==> src/pkg/ssdi_pkg.sv <==
// constants, register map and types of the sensor indicator block
package ssdi_pkg;
  // register byte offsets
  localparam logic [11:0] CTRL_OFF = 12'h000;
  localparam logic [11:0] INPUT_OFF = 12'h004;
  localparam logic [11:0] STATE_OFF = 12'h008;
  localparam logic [11:0] IRQ_STAT_OFF = 12'h00C;
  localparam logic [11:0] IRQ_MASK_OFF = 12'h010;
  // control fields
  localparam int CTRL_READY_BIT = 0;
  localparam int CTRL_ACT_BIT = 1;
  localparam int CTRL_LIMIT_BIT = 2;
  localparam int CTRL_FAULT_LSB = 4;
  localparam int CTRL_RESET_BIT = 8;
  localparam logic [31:0] CTRL_RESET_VAL = 32'h0000_0000;
  localparam logic [31:0] MASK_RESET_VAL = 32'h0000_0000;
  // fault codes, value equals red flash count; internal is steady red
  localparam logic [2:0] FLT_NONE = 3'h0;
  localparam logic [2:0] FLT_OUT_A = 3'h1;
  localparam logic [2:0] FLT_OUT_B = 3'h2;
  localparam logic [2:0] FLT_CROSS = 3'h3;
  localparam logic [2:0] FLT_TEMP = 3'h4;
  localparam logic [2:0] FLT_ACTUATOR = 3'h5;
  localparam logic [2:0] FLT_INTERNAL = 3'h7;
  // times and derived cycle counts at 250 MHz
  localparam longint CLK_HZ = 250_000_000;
  localparam longint WARN_MIN = 30;
  localparam longint WARN_CYC = WARN_MIN * 60 * CLK_HZ;
  localparam longint TICK_MS = 10;
  localparam longint TICK_CYC = TICK_MS * CLK_HZ / 1000;
  // flash timing in ticks of 10 ms
  localparam logic [7:0] PULSE_ON_TICKS = 8'h14;
  localparam logic [7:0] PULSE_OFF_TICKS = 8'h1E;
  localparam logic [7:0] CODE_PAUSE_TICKS = 8'h64;
  localparam logic [7:0] LIMIT_HALF_TICKS = 8'h19;
  // irq bits
  localparam int IRQ_FAULT = 0;
  localparam int IRQ_FAILURE = 1;
  localparam int IRQ_LIMIT = 2;
  localparam int IRQ_W = 3;
  typedef enum logic [1:0] {SSDI_NORMAL, SSDI_WARN, SSDI_FAIL} ssdi_state_t;
endpackage : ssdi_pkg

==> src/rtl/ssdi_flash.sv <==
`timescale 1ns/1ps
// red flash code generator: n pulses, then a pause, repeated
module ssdi_flash (
  // clock and reset
  input wire logic clk,
  input wire logic rst,
  // control
  input wire logic tick,
  input wire logic [2:0] code,
  // output
  output logic red
);
  typedef enum logic [1:0] {SSDI_F_IDLE, SSDI_F_ON, SSDI_F_OFF, SSDI_F_PAUSE} ssdi_fst_t;
  ssdi_fst_t st_r;
  logic [7:0] cnt_r;
  logic [2:0] num_r;
  logic active;
  assign active = (code != ssdi_pkg::FLT_NONE) && (code != ssdi_pkg::FLT_INTERNAL);
  always_ff @(posedge clk) begin
    if (rst || !active) begin
      st_r <= SSDI_F_IDLE;
      cnt_r <= 8'h00;
      num_r <= 3'h0;
    end else if (st_r == SSDI_F_IDLE) begin
      st_r <= SSDI_F_ON;
      cnt_r <= 8'h00;
      num_r <= 3'h1;
    end else if (tick) begin
      if (cnt_r != 8'h00) begin
        cnt_r <= cnt_r - 8'h01;
      end else begin
        unique case (st_r)
          SSDI_F_ON: begin
            st_r <= SSDI_F_OFF;
            cnt_r <= ssdi_pkg::PULSE_OFF_TICKS;
          end
          SSDI_F_OFF: begin
            if (num_r >= code) begin
              st_r <= SSDI_F_PAUSE;
              cnt_r <= ssdi_pkg::CODE_PAUSE_TICKS;
            end else begin
              st_r <= SSDI_F_ON;
              cnt_r <= ssdi_pkg::PULSE_ON_TICKS;
              num_r <= num_r + 3'h1;
            end
          end
          SSDI_F_PAUSE: begin
            st_r <= SSDI_F_ON;
            cnt_r <= ssdi_pkg::PULSE_ON_TICKS;
            num_r <= 3'h1;
          end
          SSDI_F_IDLE: begin
            st_r <= SSDI_F_ON;
          end
        endcase
      end
    end
  end
  assign red = (code == ssdi_pkg::FLT_INTERNAL) || (st_r == SSDI_F_ON);
endmodule : ssdi_flash

==> src/rtl/ssdi_top.sv <==
// Added by the designer: the address map and the APB register port.
`timescale 1ns/1ps
// Contract
// - green lit when ready and no fault or failure warning present
// - yellow lit while an actuator is detected, regardless of faults
// - limit area: yellow flashes, diagnostic output pulses, safety outputs on
// - any detected error activates the red indicator
// - red flash count encodes fault cause; internal error is steady red
// - active fault drives the diagnostic output low
// - unrectified fault switches safety outputs off within 30 minutes
// - warning period: green off, red flashes, yellow lit, diag low, safety on
// - failure: safety and diag off, red shows code, yellow with actuator
// - no actuator: only green, diag and safety outputs off
// - actuator and no fault: green, yellow, diag and safety outputs on
module ssdi_top #(
  parameter longint WARN_CYCLES = ssdi_pkg::WARN_CYC
) (
  // clock and reset
  input wire logic MCLK,
  input wire logic RST,
  // apb slave
  input wire logic PSEL,
  input wire logic PENABLE,
  input wire logic PWRITE,
  input wire logic [11:0] PADDR,
  input wire logic [31:0] PWDATA,
  output logic [31:0] PRDATA,
  output logic PREADY,
  output logic PSLVERR,
  // sensor front end
  input wire logic ACT_PRESENT,
  input wire logic ACT_LIMIT,
  input wire logic [2:0] FAULT_CODE,
  input wire logic SAFETY_IN_OK,
  // indicators and outputs
  output logic LED_GREEN,
  output logic LED_RED,
  output logic LED_YELLOW,
  output logic DIAG_OUT,
  output logic SAFETY_OUTPUT_A,
  output logic SAFETY_OUTPUT_B,
  output logic IRQ
);
  logic [31:0] ctrl_r;
  logic [ssdi_pkg::IRQ_W-1:0] irq_stat_r;
  logic [ssdi_pkg::IRQ_W-1:0] irq_mask_r;
  logic [31:0] prdata_r;
  ssdi_pkg::ssdi_state_t st_r;
  logic [41:0] warn_cnt_r;
  logic [21:0] tick_cnt_r;
  logic [7:0] lim_cnt_r;
  logic lim_phase_r;
  logic led_g_r, led_r_r, led_y_r, diag_r, safe_r;
  logic [2:0] code_r;
  logic fault_prev_r, fail_prev_r, lim_prev_r;

  // bus decode
  wire wr_en = PSEL && PENABLE && PWRITE;
  wire rd_en = PSEL && PENABLE && !PWRITE;
  wire hit_ctrl = PADDR == ssdi_pkg::CTRL_OFF;
  wire hit_in = PADDR == ssdi_pkg::INPUT_OFF;
  wire hit_st = PADDR == ssdi_pkg::STATE_OFF;
  wire hit_is = PADDR == ssdi_pkg::IRQ_STAT_OFF;
  wire hit_im = PADDR == ssdi_pkg::IRQ_MASK_OFF;
  wire hit_any = hit_ctrl || hit_in || hit_st || hit_is || hit_im;

  // effective inputs: pins or software override
  wire ready = ctrl_r[ssdi_pkg::CTRL_READY_BIT];
  wire act = ACT_PRESENT || ctrl_r[ssdi_pkg::CTRL_ACT_BIT];
  wire limit = act && (ACT_LIMIT || ctrl_r[ssdi_pkg::CTRL_LIMIT_BIT]);
  wire [2:0] sw_code = ctrl_r[ssdi_pkg::CTRL_FAULT_LSB +: 3];
  wire [2:0] fcode = (FAULT_CODE != ssdi_pkg::FLT_NONE) ? FAULT_CODE : sw_code;
  wire fault = ready && (fcode != ssdi_pkg::FLT_NONE);
  wire internal = fcode == ssdi_pkg::FLT_INTERNAL;
  wire fail_reset = wr_en && hit_ctrl && PWDATA[ssdi_pkg::CTRL_RESET_BIT];
  wire tick = tick_cnt_r == 22'(ssdi_pkg::TICK_CYC - 1);
  wire warn_done = warn_cnt_r >= 42'(WARN_CYCLES - 1);
  wire red_flash;
  wire [ssdi_pkg::IRQ_W-1:0] irq_ev;

  assign irq_ev = {limit && !lim_prev_r, (st_r == ssdi_pkg::SSDI_FAIL) && !fail_prev_r,
                   fault && !fault_prev_r};

  ssdi_flash u_flash (
    .clk(MCLK),
    .rst(RST),
    .tick(tick),
    .code(code_r),
    .red(red_flash)
  );

  // register file and bus answer
  always_ff @(posedge MCLK) begin
    if (RST) begin
      ctrl_r <= ssdi_pkg::CTRL_RESET_VAL;
      irq_mask_r <= ssdi_pkg::MASK_RESET_VAL[ssdi_pkg::IRQ_W-1:0];
      prdata_r <= 32'h0000_0000;
    end else begin
      if (wr_en && hit_ctrl) begin
        ctrl_r <= {24'h000000, 1'b0, PWDATA[6:0]};
      end
      if (wr_en && hit_im) begin
        irq_mask_r <= PWDATA[ssdi_pkg::IRQ_W-1:0];
      end
      if (PSEL && !PENABLE && !PWRITE) begin
        prdata_r <= hit_ctrl ? ctrl_r :
                    hit_in ? {26'h0, SAFETY_IN_OK, FAULT_CODE, ACT_LIMIT, ACT_PRESENT} :
                    hit_st ? {21'h0, st_r, fcode, 1'b0, SAFETY_OUTPUT_A,
                              DIAG_OUT, LED_YELLOW, LED_RED, LED_GREEN} :
                    hit_is ? {29'h0, irq_stat_r} :
                    hit_im ? {29'h0, irq_mask_r} : 32'h0000_0000;
      end
    end
  end

  // sticky status, set wins over write-one-clear
  always_ff @(posedge MCLK) begin
    if (RST) begin
      irq_stat_r <= '0;
    end else begin
      irq_stat_r <= (irq_stat_r & ~((wr_en && hit_is) ? PWDATA[2:0] : 3'h0)) | irq_ev;
    end
  end

  always_ff @(posedge MCLK) begin
    if (RST) begin
      fault_prev_r <= 1'b0;
      fail_prev_r <= 1'b0;
      lim_prev_r <= 1'b0;
      tick_cnt_r <= '0;
    end else begin
      fault_prev_r <= fault;
      fail_prev_r <= st_r == ssdi_pkg::SSDI_FAIL;
      lim_prev_r <= limit;
      tick_cnt_r <= tick ? 22'h000000 : tick_cnt_r + 22'h000001;
    end
  end

  always_ff @(posedge MCLK) begin
    if (RST) begin
      st_r <= ssdi_pkg::SSDI_NORMAL;
      warn_cnt_r <= '0;
      code_r <= ssdi_pkg::FLT_NONE;
    end else begin
      unique case (st_r)
        ssdi_pkg::SSDI_NORMAL: begin
          warn_cnt_r <= '0;
          if (fault && internal) begin
            st_r <= ssdi_pkg::SSDI_FAIL;
            code_r <= fcode;
          end else if (fault) begin
            st_r <= ssdi_pkg::SSDI_WARN;
            code_r <= fcode;
          end
        end
        ssdi_pkg::SSDI_WARN: begin
          warn_cnt_r <= warn_cnt_r + 42'h1;
          if (!fault) begin
            st_r <= ssdi_pkg::SSDI_NORMAL;
            code_r <= ssdi_pkg::FLT_NONE;
          end else if (warn_done || internal) begin
            st_r <= ssdi_pkg::SSDI_FAIL;
            code_r <= fcode;
          end else begin
            code_r <= fcode;
          end
        end
        ssdi_pkg::SSDI_FAIL: begin
          if (fail_reset && !fault) begin
            st_r <= ssdi_pkg::SSDI_NORMAL;
            code_r <= ssdi_pkg::FLT_NONE;
          end
        end
      endcase
    end
  end

  always_ff @(posedge MCLK) begin
    if (RST || !limit) begin
      lim_cnt_r <= 8'h00;
      lim_phase_r <= 1'b1;
    end else if (tick) begin
      if (lim_cnt_r == ssdi_pkg::LIMIT_HALF_TICKS - 8'h01) begin
        lim_cnt_r <= 8'h00;
        lim_phase_r <= !lim_phase_r;
      end else begin
        lim_cnt_r <= lim_cnt_r + 8'h01;
      end
    end
  end

  // output next values
  wire normal = st_r == ssdi_pkg::SSDI_NORMAL;
  wire warn = st_r == ssdi_pkg::SSDI_WARN;
  // green only when ready and clean
  wire g_nxt = ready && normal && !fault;
  // yellow follows actuator, blinks in limit area
  wire y_nxt = act && (!limit || !normal || lim_phase_r);
  wire r_nxt = !normal && red_flash;
  // diag low on fault, pulsed in limit area
  wire d_nxt = ready && normal && !fault && act && (!limit || lim_phase_r);
  // safety held through warning, off on failure
  wire s_nxt = ready && act && (normal || warn) && SAFETY_IN_OK;

  always_ff @(posedge MCLK) begin
    if (RST) begin
      led_g_r <= 1'b0;
      led_r_r <= 1'b0;
      led_y_r <= 1'b0;
      diag_r <= 1'b0;
      safe_r <= 1'b0;
    end else begin
      led_g_r <= g_nxt;
      led_r_r <= r_nxt;
      led_y_r <= y_nxt;
      diag_r <= d_nxt;
      safe_r <= s_nxt;
    end
  end

  assign LED_GREEN = led_g_r;
  assign LED_RED = led_r_r;
  assign LED_YELLOW = led_y_r;
  assign DIAG_OUT = diag_r;
  assign SAFETY_OUTPUT_A = safe_r;
  assign SAFETY_OUTPUT_B = safe_r;
  assign PRDATA = prdata_r;
  assign PREADY = PSEL && PENABLE;
  assign PSLVERR = PSEL && PENABLE && !hit_any;
  assign IRQ = |(irq_stat_r & irq_mask_r);
endmodule : ssdi_top

==> config.mk <==
export PLATFORM = sky130hd
export DESIGN_NAME = ssdi_top
export DESIGN_NICKNAME = d
export VERILOG_FILES = /design/src/pkg/ssdi_pkg.sv /design/src/rtl/ssdi_flash.sv /design/src/rtl/ssdi_top.sv
export SDC_FILE = /design/constraint.sdc
export NUM_CORES = 1
export LEC_CHECK = 0
export BUFFER_PORTS_ARGS = -buffer_cell sky130_fd_sc_hd__buf_2
export CAP_MARGIN = 5
export CORE_MARGIN = 8
export CORE_UTILIZATION = 40
export CTS_CLUSTER_SIZE = 28
export DETAILED_ROUTE_END_ITERATION = 7
export GPL_TIMING_DRIVEN = 0
export HOLD_SLACK_MARGIN = 0.03
export PLACE_DENSITY = 0.71
export SKIP_CTS_REPAIR_TIMING = 1
export SLEW_MARGIN = 40
export SYNTH_ARGS = -nofsm -noshare
export SYNTH_HDL_FRONTEND = slang
export SYNTH_SLANG_ARGS = --single-unit
==> constraint.sdc <==
create_clock -name MCLK -period 2.5 [get_ports MCLK]
set_clock_uncertainty 0.1 [all_clocks]
set_input_delay 0 -clock MCLK [delete_from_list [all_inputs] [get_ports MCLK]]
set_output_delay 0 -clock MCLK [all_outputs]
set_load 0.01 [all_outputs]
# After elaboration in Yosys (flattened, before gate mapping)
# Cells that the tools add are included.
# totals
register_bits	144
in_bits	55
# op_classes
n_eq_ne	20
mux	33
bitwise_logic	5
n_reduce_logical	74
addsub	5
n_lt_le_gt_ge	2
# ops
cell	count
$pmux 42 s2	1
$add 42x1->42 const B	1
$ge 42x39->1 const B	1
$mux 11	3
$mux 3	9
$logic_and 1x1->1	26
$eq 12x4->1 const B	2
$pmux 8 s3	1
$add 22x1->22 const B	1
$eq 22x22->1 const B	1
$mux 8	2
$logic_or 1x1->1	14
$eq 12x3->1 const B	1
$eq 12x5->1 const B	1
$logic_not 12->1	1
$mux 2	6
$pmux 2 s3	2
$reduce_bool 3->1	4
$logic_not 1->1	11
$reduce_and 2->1	5
$ne 3x2->1 const B	3
$pmux 3 s3	1
$add 8x1->8 const B	1
$eq 8x5->1 const B	1
24 further kinds	40

# Longest topological paths before layout
# logic_depth
word_depth	8
ltp_mapped	8
depth_no_buf	8

# By module
# From an unflattened synthesis, not the netlist that was laid out.
# hier_totals
hier_cells	787
hier_area_um2	6498.7
# modules_own_cells
mod	cells_each	area_each_um2	n_inst
ssdi_top	681	5647.9	1
ssdi_flash	106	850.8	1

# Least setup slack after synthesis
# No wires, ideal clock.
# synth_timing
path_type	register -> register
start	register warn_cnt_r[5]
end	register warn_cnt_r[32]
slack_ps	289
arrival_ps	2046
path_stages_with_launch	8
path_cell_list	dfxtp_1 -> nand4_1 -> or3_1 -> or3_1 -> buf_2 -> nor3_1 -> mux2_2 -> nor2_1
# synth_between
elab_chain_len	2
# synth_rtl
item	line	source
start: declaration	ssdi_top.sv:49	logic [41:0] warn_cnt_r;
start signal: assignment	ssdi_top.sv:157	warn_cnt_r <= warn_cnt_r + 42'h1;
$add 42x1->42	ssdi_top.sv:157	
$pmux 42 s2	ssdi_top.sv:145	unique case (st_r)
# Every way passes these cells.
# A chain may end at the register's enable or synchronous reset.

# Final worst setup path
# layout_timing
start	register warn_cnt_r[6]
end	register warn_cnt_r[32]
# Same word-level chain as after synthesis.

==> run_results.csv <==
group,metric,value,unit
outcome,status,"complete, no violations",
final_layout,antenna_cells,0,
critical_path,arrival,2.64,ns
die,core-area,15300,sq um
grt,grt_pass1_wl,24.9,mm
drt,ant_nets,0,
drt,vias,5672,
synth,syn_inst,761,
grt,grt_max_degree,17,
die,die_area,19900,sq um
power,worst_ir_drop_vdd,545,uV
placement,io_buffers,50,
grt,grt.total_usage,15.0,%
sta,whs,0.0860,ns
grt,grt_overflow,0,
drt,drt_pass1_iterations,5,
synth,ys_ff_latch,123,
final_layout,fin_nets,943,
drt,wl,15.2,mm
clock_network,insertion_delay,0.42,ns
synth,ys.flop_type,"dfxtp_1",
synth,syn_area_per_cell,8.22,sq um
critical_path,r2r_setup_slack,0.11,ns
sta,period_share,95.5,%
die,num_rows,45,
drt,drtIter0Drc,487,
drt,route.detailed.drc,0,
placement,place_congestion,0.876,
sta,fmax,0.419,GHz
critical_path,worstSetupStartpointType,"register",
power,p_total,4.85,mW
critical_path,cp-endpoint,"warn_cnt_r[32]$_SDFFE_PP0N_",
synth,synth_seq_area_share,39.4,%
critical_path,critPathMaxFanout,8,
synth,synthArstFlopShare,0,%
placement,place_area,6850,sq um
placement,post-place-cells,1042,
final_layout,regArea,2460,sq um
clock_network,htreeDepth,4,
final_layout,final_cell_mix,"122 x dfxtp_1, 110 x nor2_1, 74 x nand2_1, 55 x buf_2, 42 x a21oi_1",
sta,tightest_slew,0.596,ns
sta,hold_viol_final,0,
critical_path,cp.required,2.75,ns
critical_path,worstSetupStartpoint,"warn_cnt_r[6]$_SDFFE_PP0N_",
final_layout,layout_commonest_cell,"dfxtp_1",
placement,hpwl,10.6,mm
power,powerDensity,626,nW/um^2
final_layout,post-route-util,50.8,%
synth,synth_edf_count,0,
final_layout,syn2layout_area_growth,23.8,%
critical_path,criticalPathCategory,"reg -> reg",
sta,min_period,2.39,ns
die,io_pins,96,
clock_network,cts_tree,"yes",
flow_run,cap_violations,0,
final_layout,final_cells,1099,
clock_network,clk_path_buf_depth,2,
sta,finalSetupTns,0,ns
drt,viasPerCell,5.16,
critical_path,reg2reg_depth,7,
sta,drv_slew,0,
final_layout,drive_gt1_share,18.6,%
drt,avgRoutedWirePerCell,13.8,um
grt,first_global_vias,5246,
clock_network,clk_pin_slew_worst_paths,0.06,ns
power,leakagePower,2.87,nW
clock_network,cts_num_sinks,123,
synth,netlist_area,6260,sq um
sta,max_slew_margin,60.2,%
placement,place_worst_setup_slack,-0.0249,ns
critical_path,r2r-start,"warn_cnt_r[6]$_SDFFE_PP0N_",
clock_network,cts_buffers,17,
critical_path,timing.rr.end,"warn_cnt_r[32]$_SDFFE_PP0N_",
synth,ys_types,60,
synth,yosysWarningCount,0,
worst_hold_path,hold_class,"in -> reg",
critical_path,crit_path_end_kind,"register",
final_layout,fin_area,7750,sq um
clock_network,root_buffer,"clkbuf_16",
die,die_h,141,um
final_layout,fill_cells,1449,
die,die_x,141,um
sta,finalSetupViolations,0,
die,start_util,41.0,%
sta,finalWorstSetupSlack,0.113,ns
final_layout,multi_input_area,3580,sq um
grt,antenna_found_initial,0,
## state kept, by name, indices dropped and copies added (netlist names), 2 cells and up
register,cells
PRDATA,11
code_r,3
ctrl_r,7
irq_mask_r,3
irq_stat_r,3
lim_cnt_r,8
st_r,2
tick_cnt_r,22
u_flash.cnt_r,8
u_flash.num_r,3
u_flash.st_r,2
warn_cnt_r,42
## critical path: stages (launching register included)
cell and delay (ns):
dfxtp_1 0.38, nand4_1 0.23, or3_4 0.48, or3_1 0.31
buf_2 0.18, nor3_1 0.19, mux2_2 0.36, nor2_1 0.09
## worst min-delay path by stage
stage                                             to  slack, ns  depth (start not counted)    startpoint
after floorplan           SAFETY_OUTPUT_A$_SDFF_PP0_       0.03                          2  SAFETY_IN_OK
after global placement        ctrl_r[6]$_SDFFE_PP0P_       0.15                          3     PWDATA[6]
after detailed placement      ctrl_r[6]$_SDFFE_PP0P_       0.16                          3     PWDATA[6]
after CTS                     ctrl_r[6]$_SDFFE_PP0P_      -0.28                          3     PWDATA[6]
after global routing        irq_stat_r[2]$_SDFF_PP0_       0.13                          5        PWRITE
final                         PRDATA[4]$_SDFFE_PP0P_       0.09                          5          PSEL
## cells by family after synthesis
family | Yosys count | share of synthesized area [%]
and+or+nand+nor | 372 | 29.8
DFF | 123 | 39.4
AOI/OAI and AO/OA | 112 | 11.6
buffers and inverters | 69 | 5.52
muxes | 39 | 6.64
xor gates and xnor gates | 32 | 4.48
adders and majority gates | 13 | 2.60
other | 1 | 0.0599
## per-layer routing
| layer | GRT usage (%) | vias to the layer above | wire [um] |
|---|---|---|---|
| met5 | 0 | - | 0 |
| met4 | 4.98 | 0 | 179 |
| met3 | 4.29 | 20 | 834 |
| met2 | 24.1 | 144 | 7100 |
| met1 | 19.0 | 2633 | 7100 |
| li1 | - | 2875 | - |
## power breakdown
group	switching [mW]	leakage [nW]	internal, mW
clock	0.884	0.293	1.62
combinational	0.220	1.58	0.129
sequential	0.0190	0.993	1.98
total	1.12	2.87	3.73
## synth_stat cells (all sizes together), types with 3 or more instances
library cell  instances  area (sq um)
or2                  11          68.8
nand2b               13          81.3
nor2b                 5          31.3
xor2                 23           201
dfxtp               123          2460
ha                   13           163
a211oi                5          37.5
o21a                  4          30.0
clkbuf               25          93.8
nor3                 28           145
a221oi                3          26.3
or3                  11          68.8
nand4                23           144
and2                  7          43.8
nand2                74           278
a21oi                43           215
a21o                  3          22.5
nor2                111           417
buf                  27           188
nand3                42           210
o21ai                15          75.1
inv                  17          63.8
nor4                 14           118
xnor2                 9          78.8
mux2i                19           190
o31ai                 7          52.6
and3                 13          81.3
and4                  4          35.0
or4                   4          33.8
nor3b                 4          30.0
mux2                 20           225
o211ai                7          52.6
o31a                  4          35.0
## final cells by class
type,count,area share [%]
Buffer,52,3.68
Clock buffer,21,5.94
Clock inverter,11,1.84
Inverter,17,0.824
Multi-Input combinational cell,589,46.3
Sequential cell,123,31.8
Tap cell,211,3.41
Timing Repair Buffer,75,6.23
(Power assumes the default switching activity.)
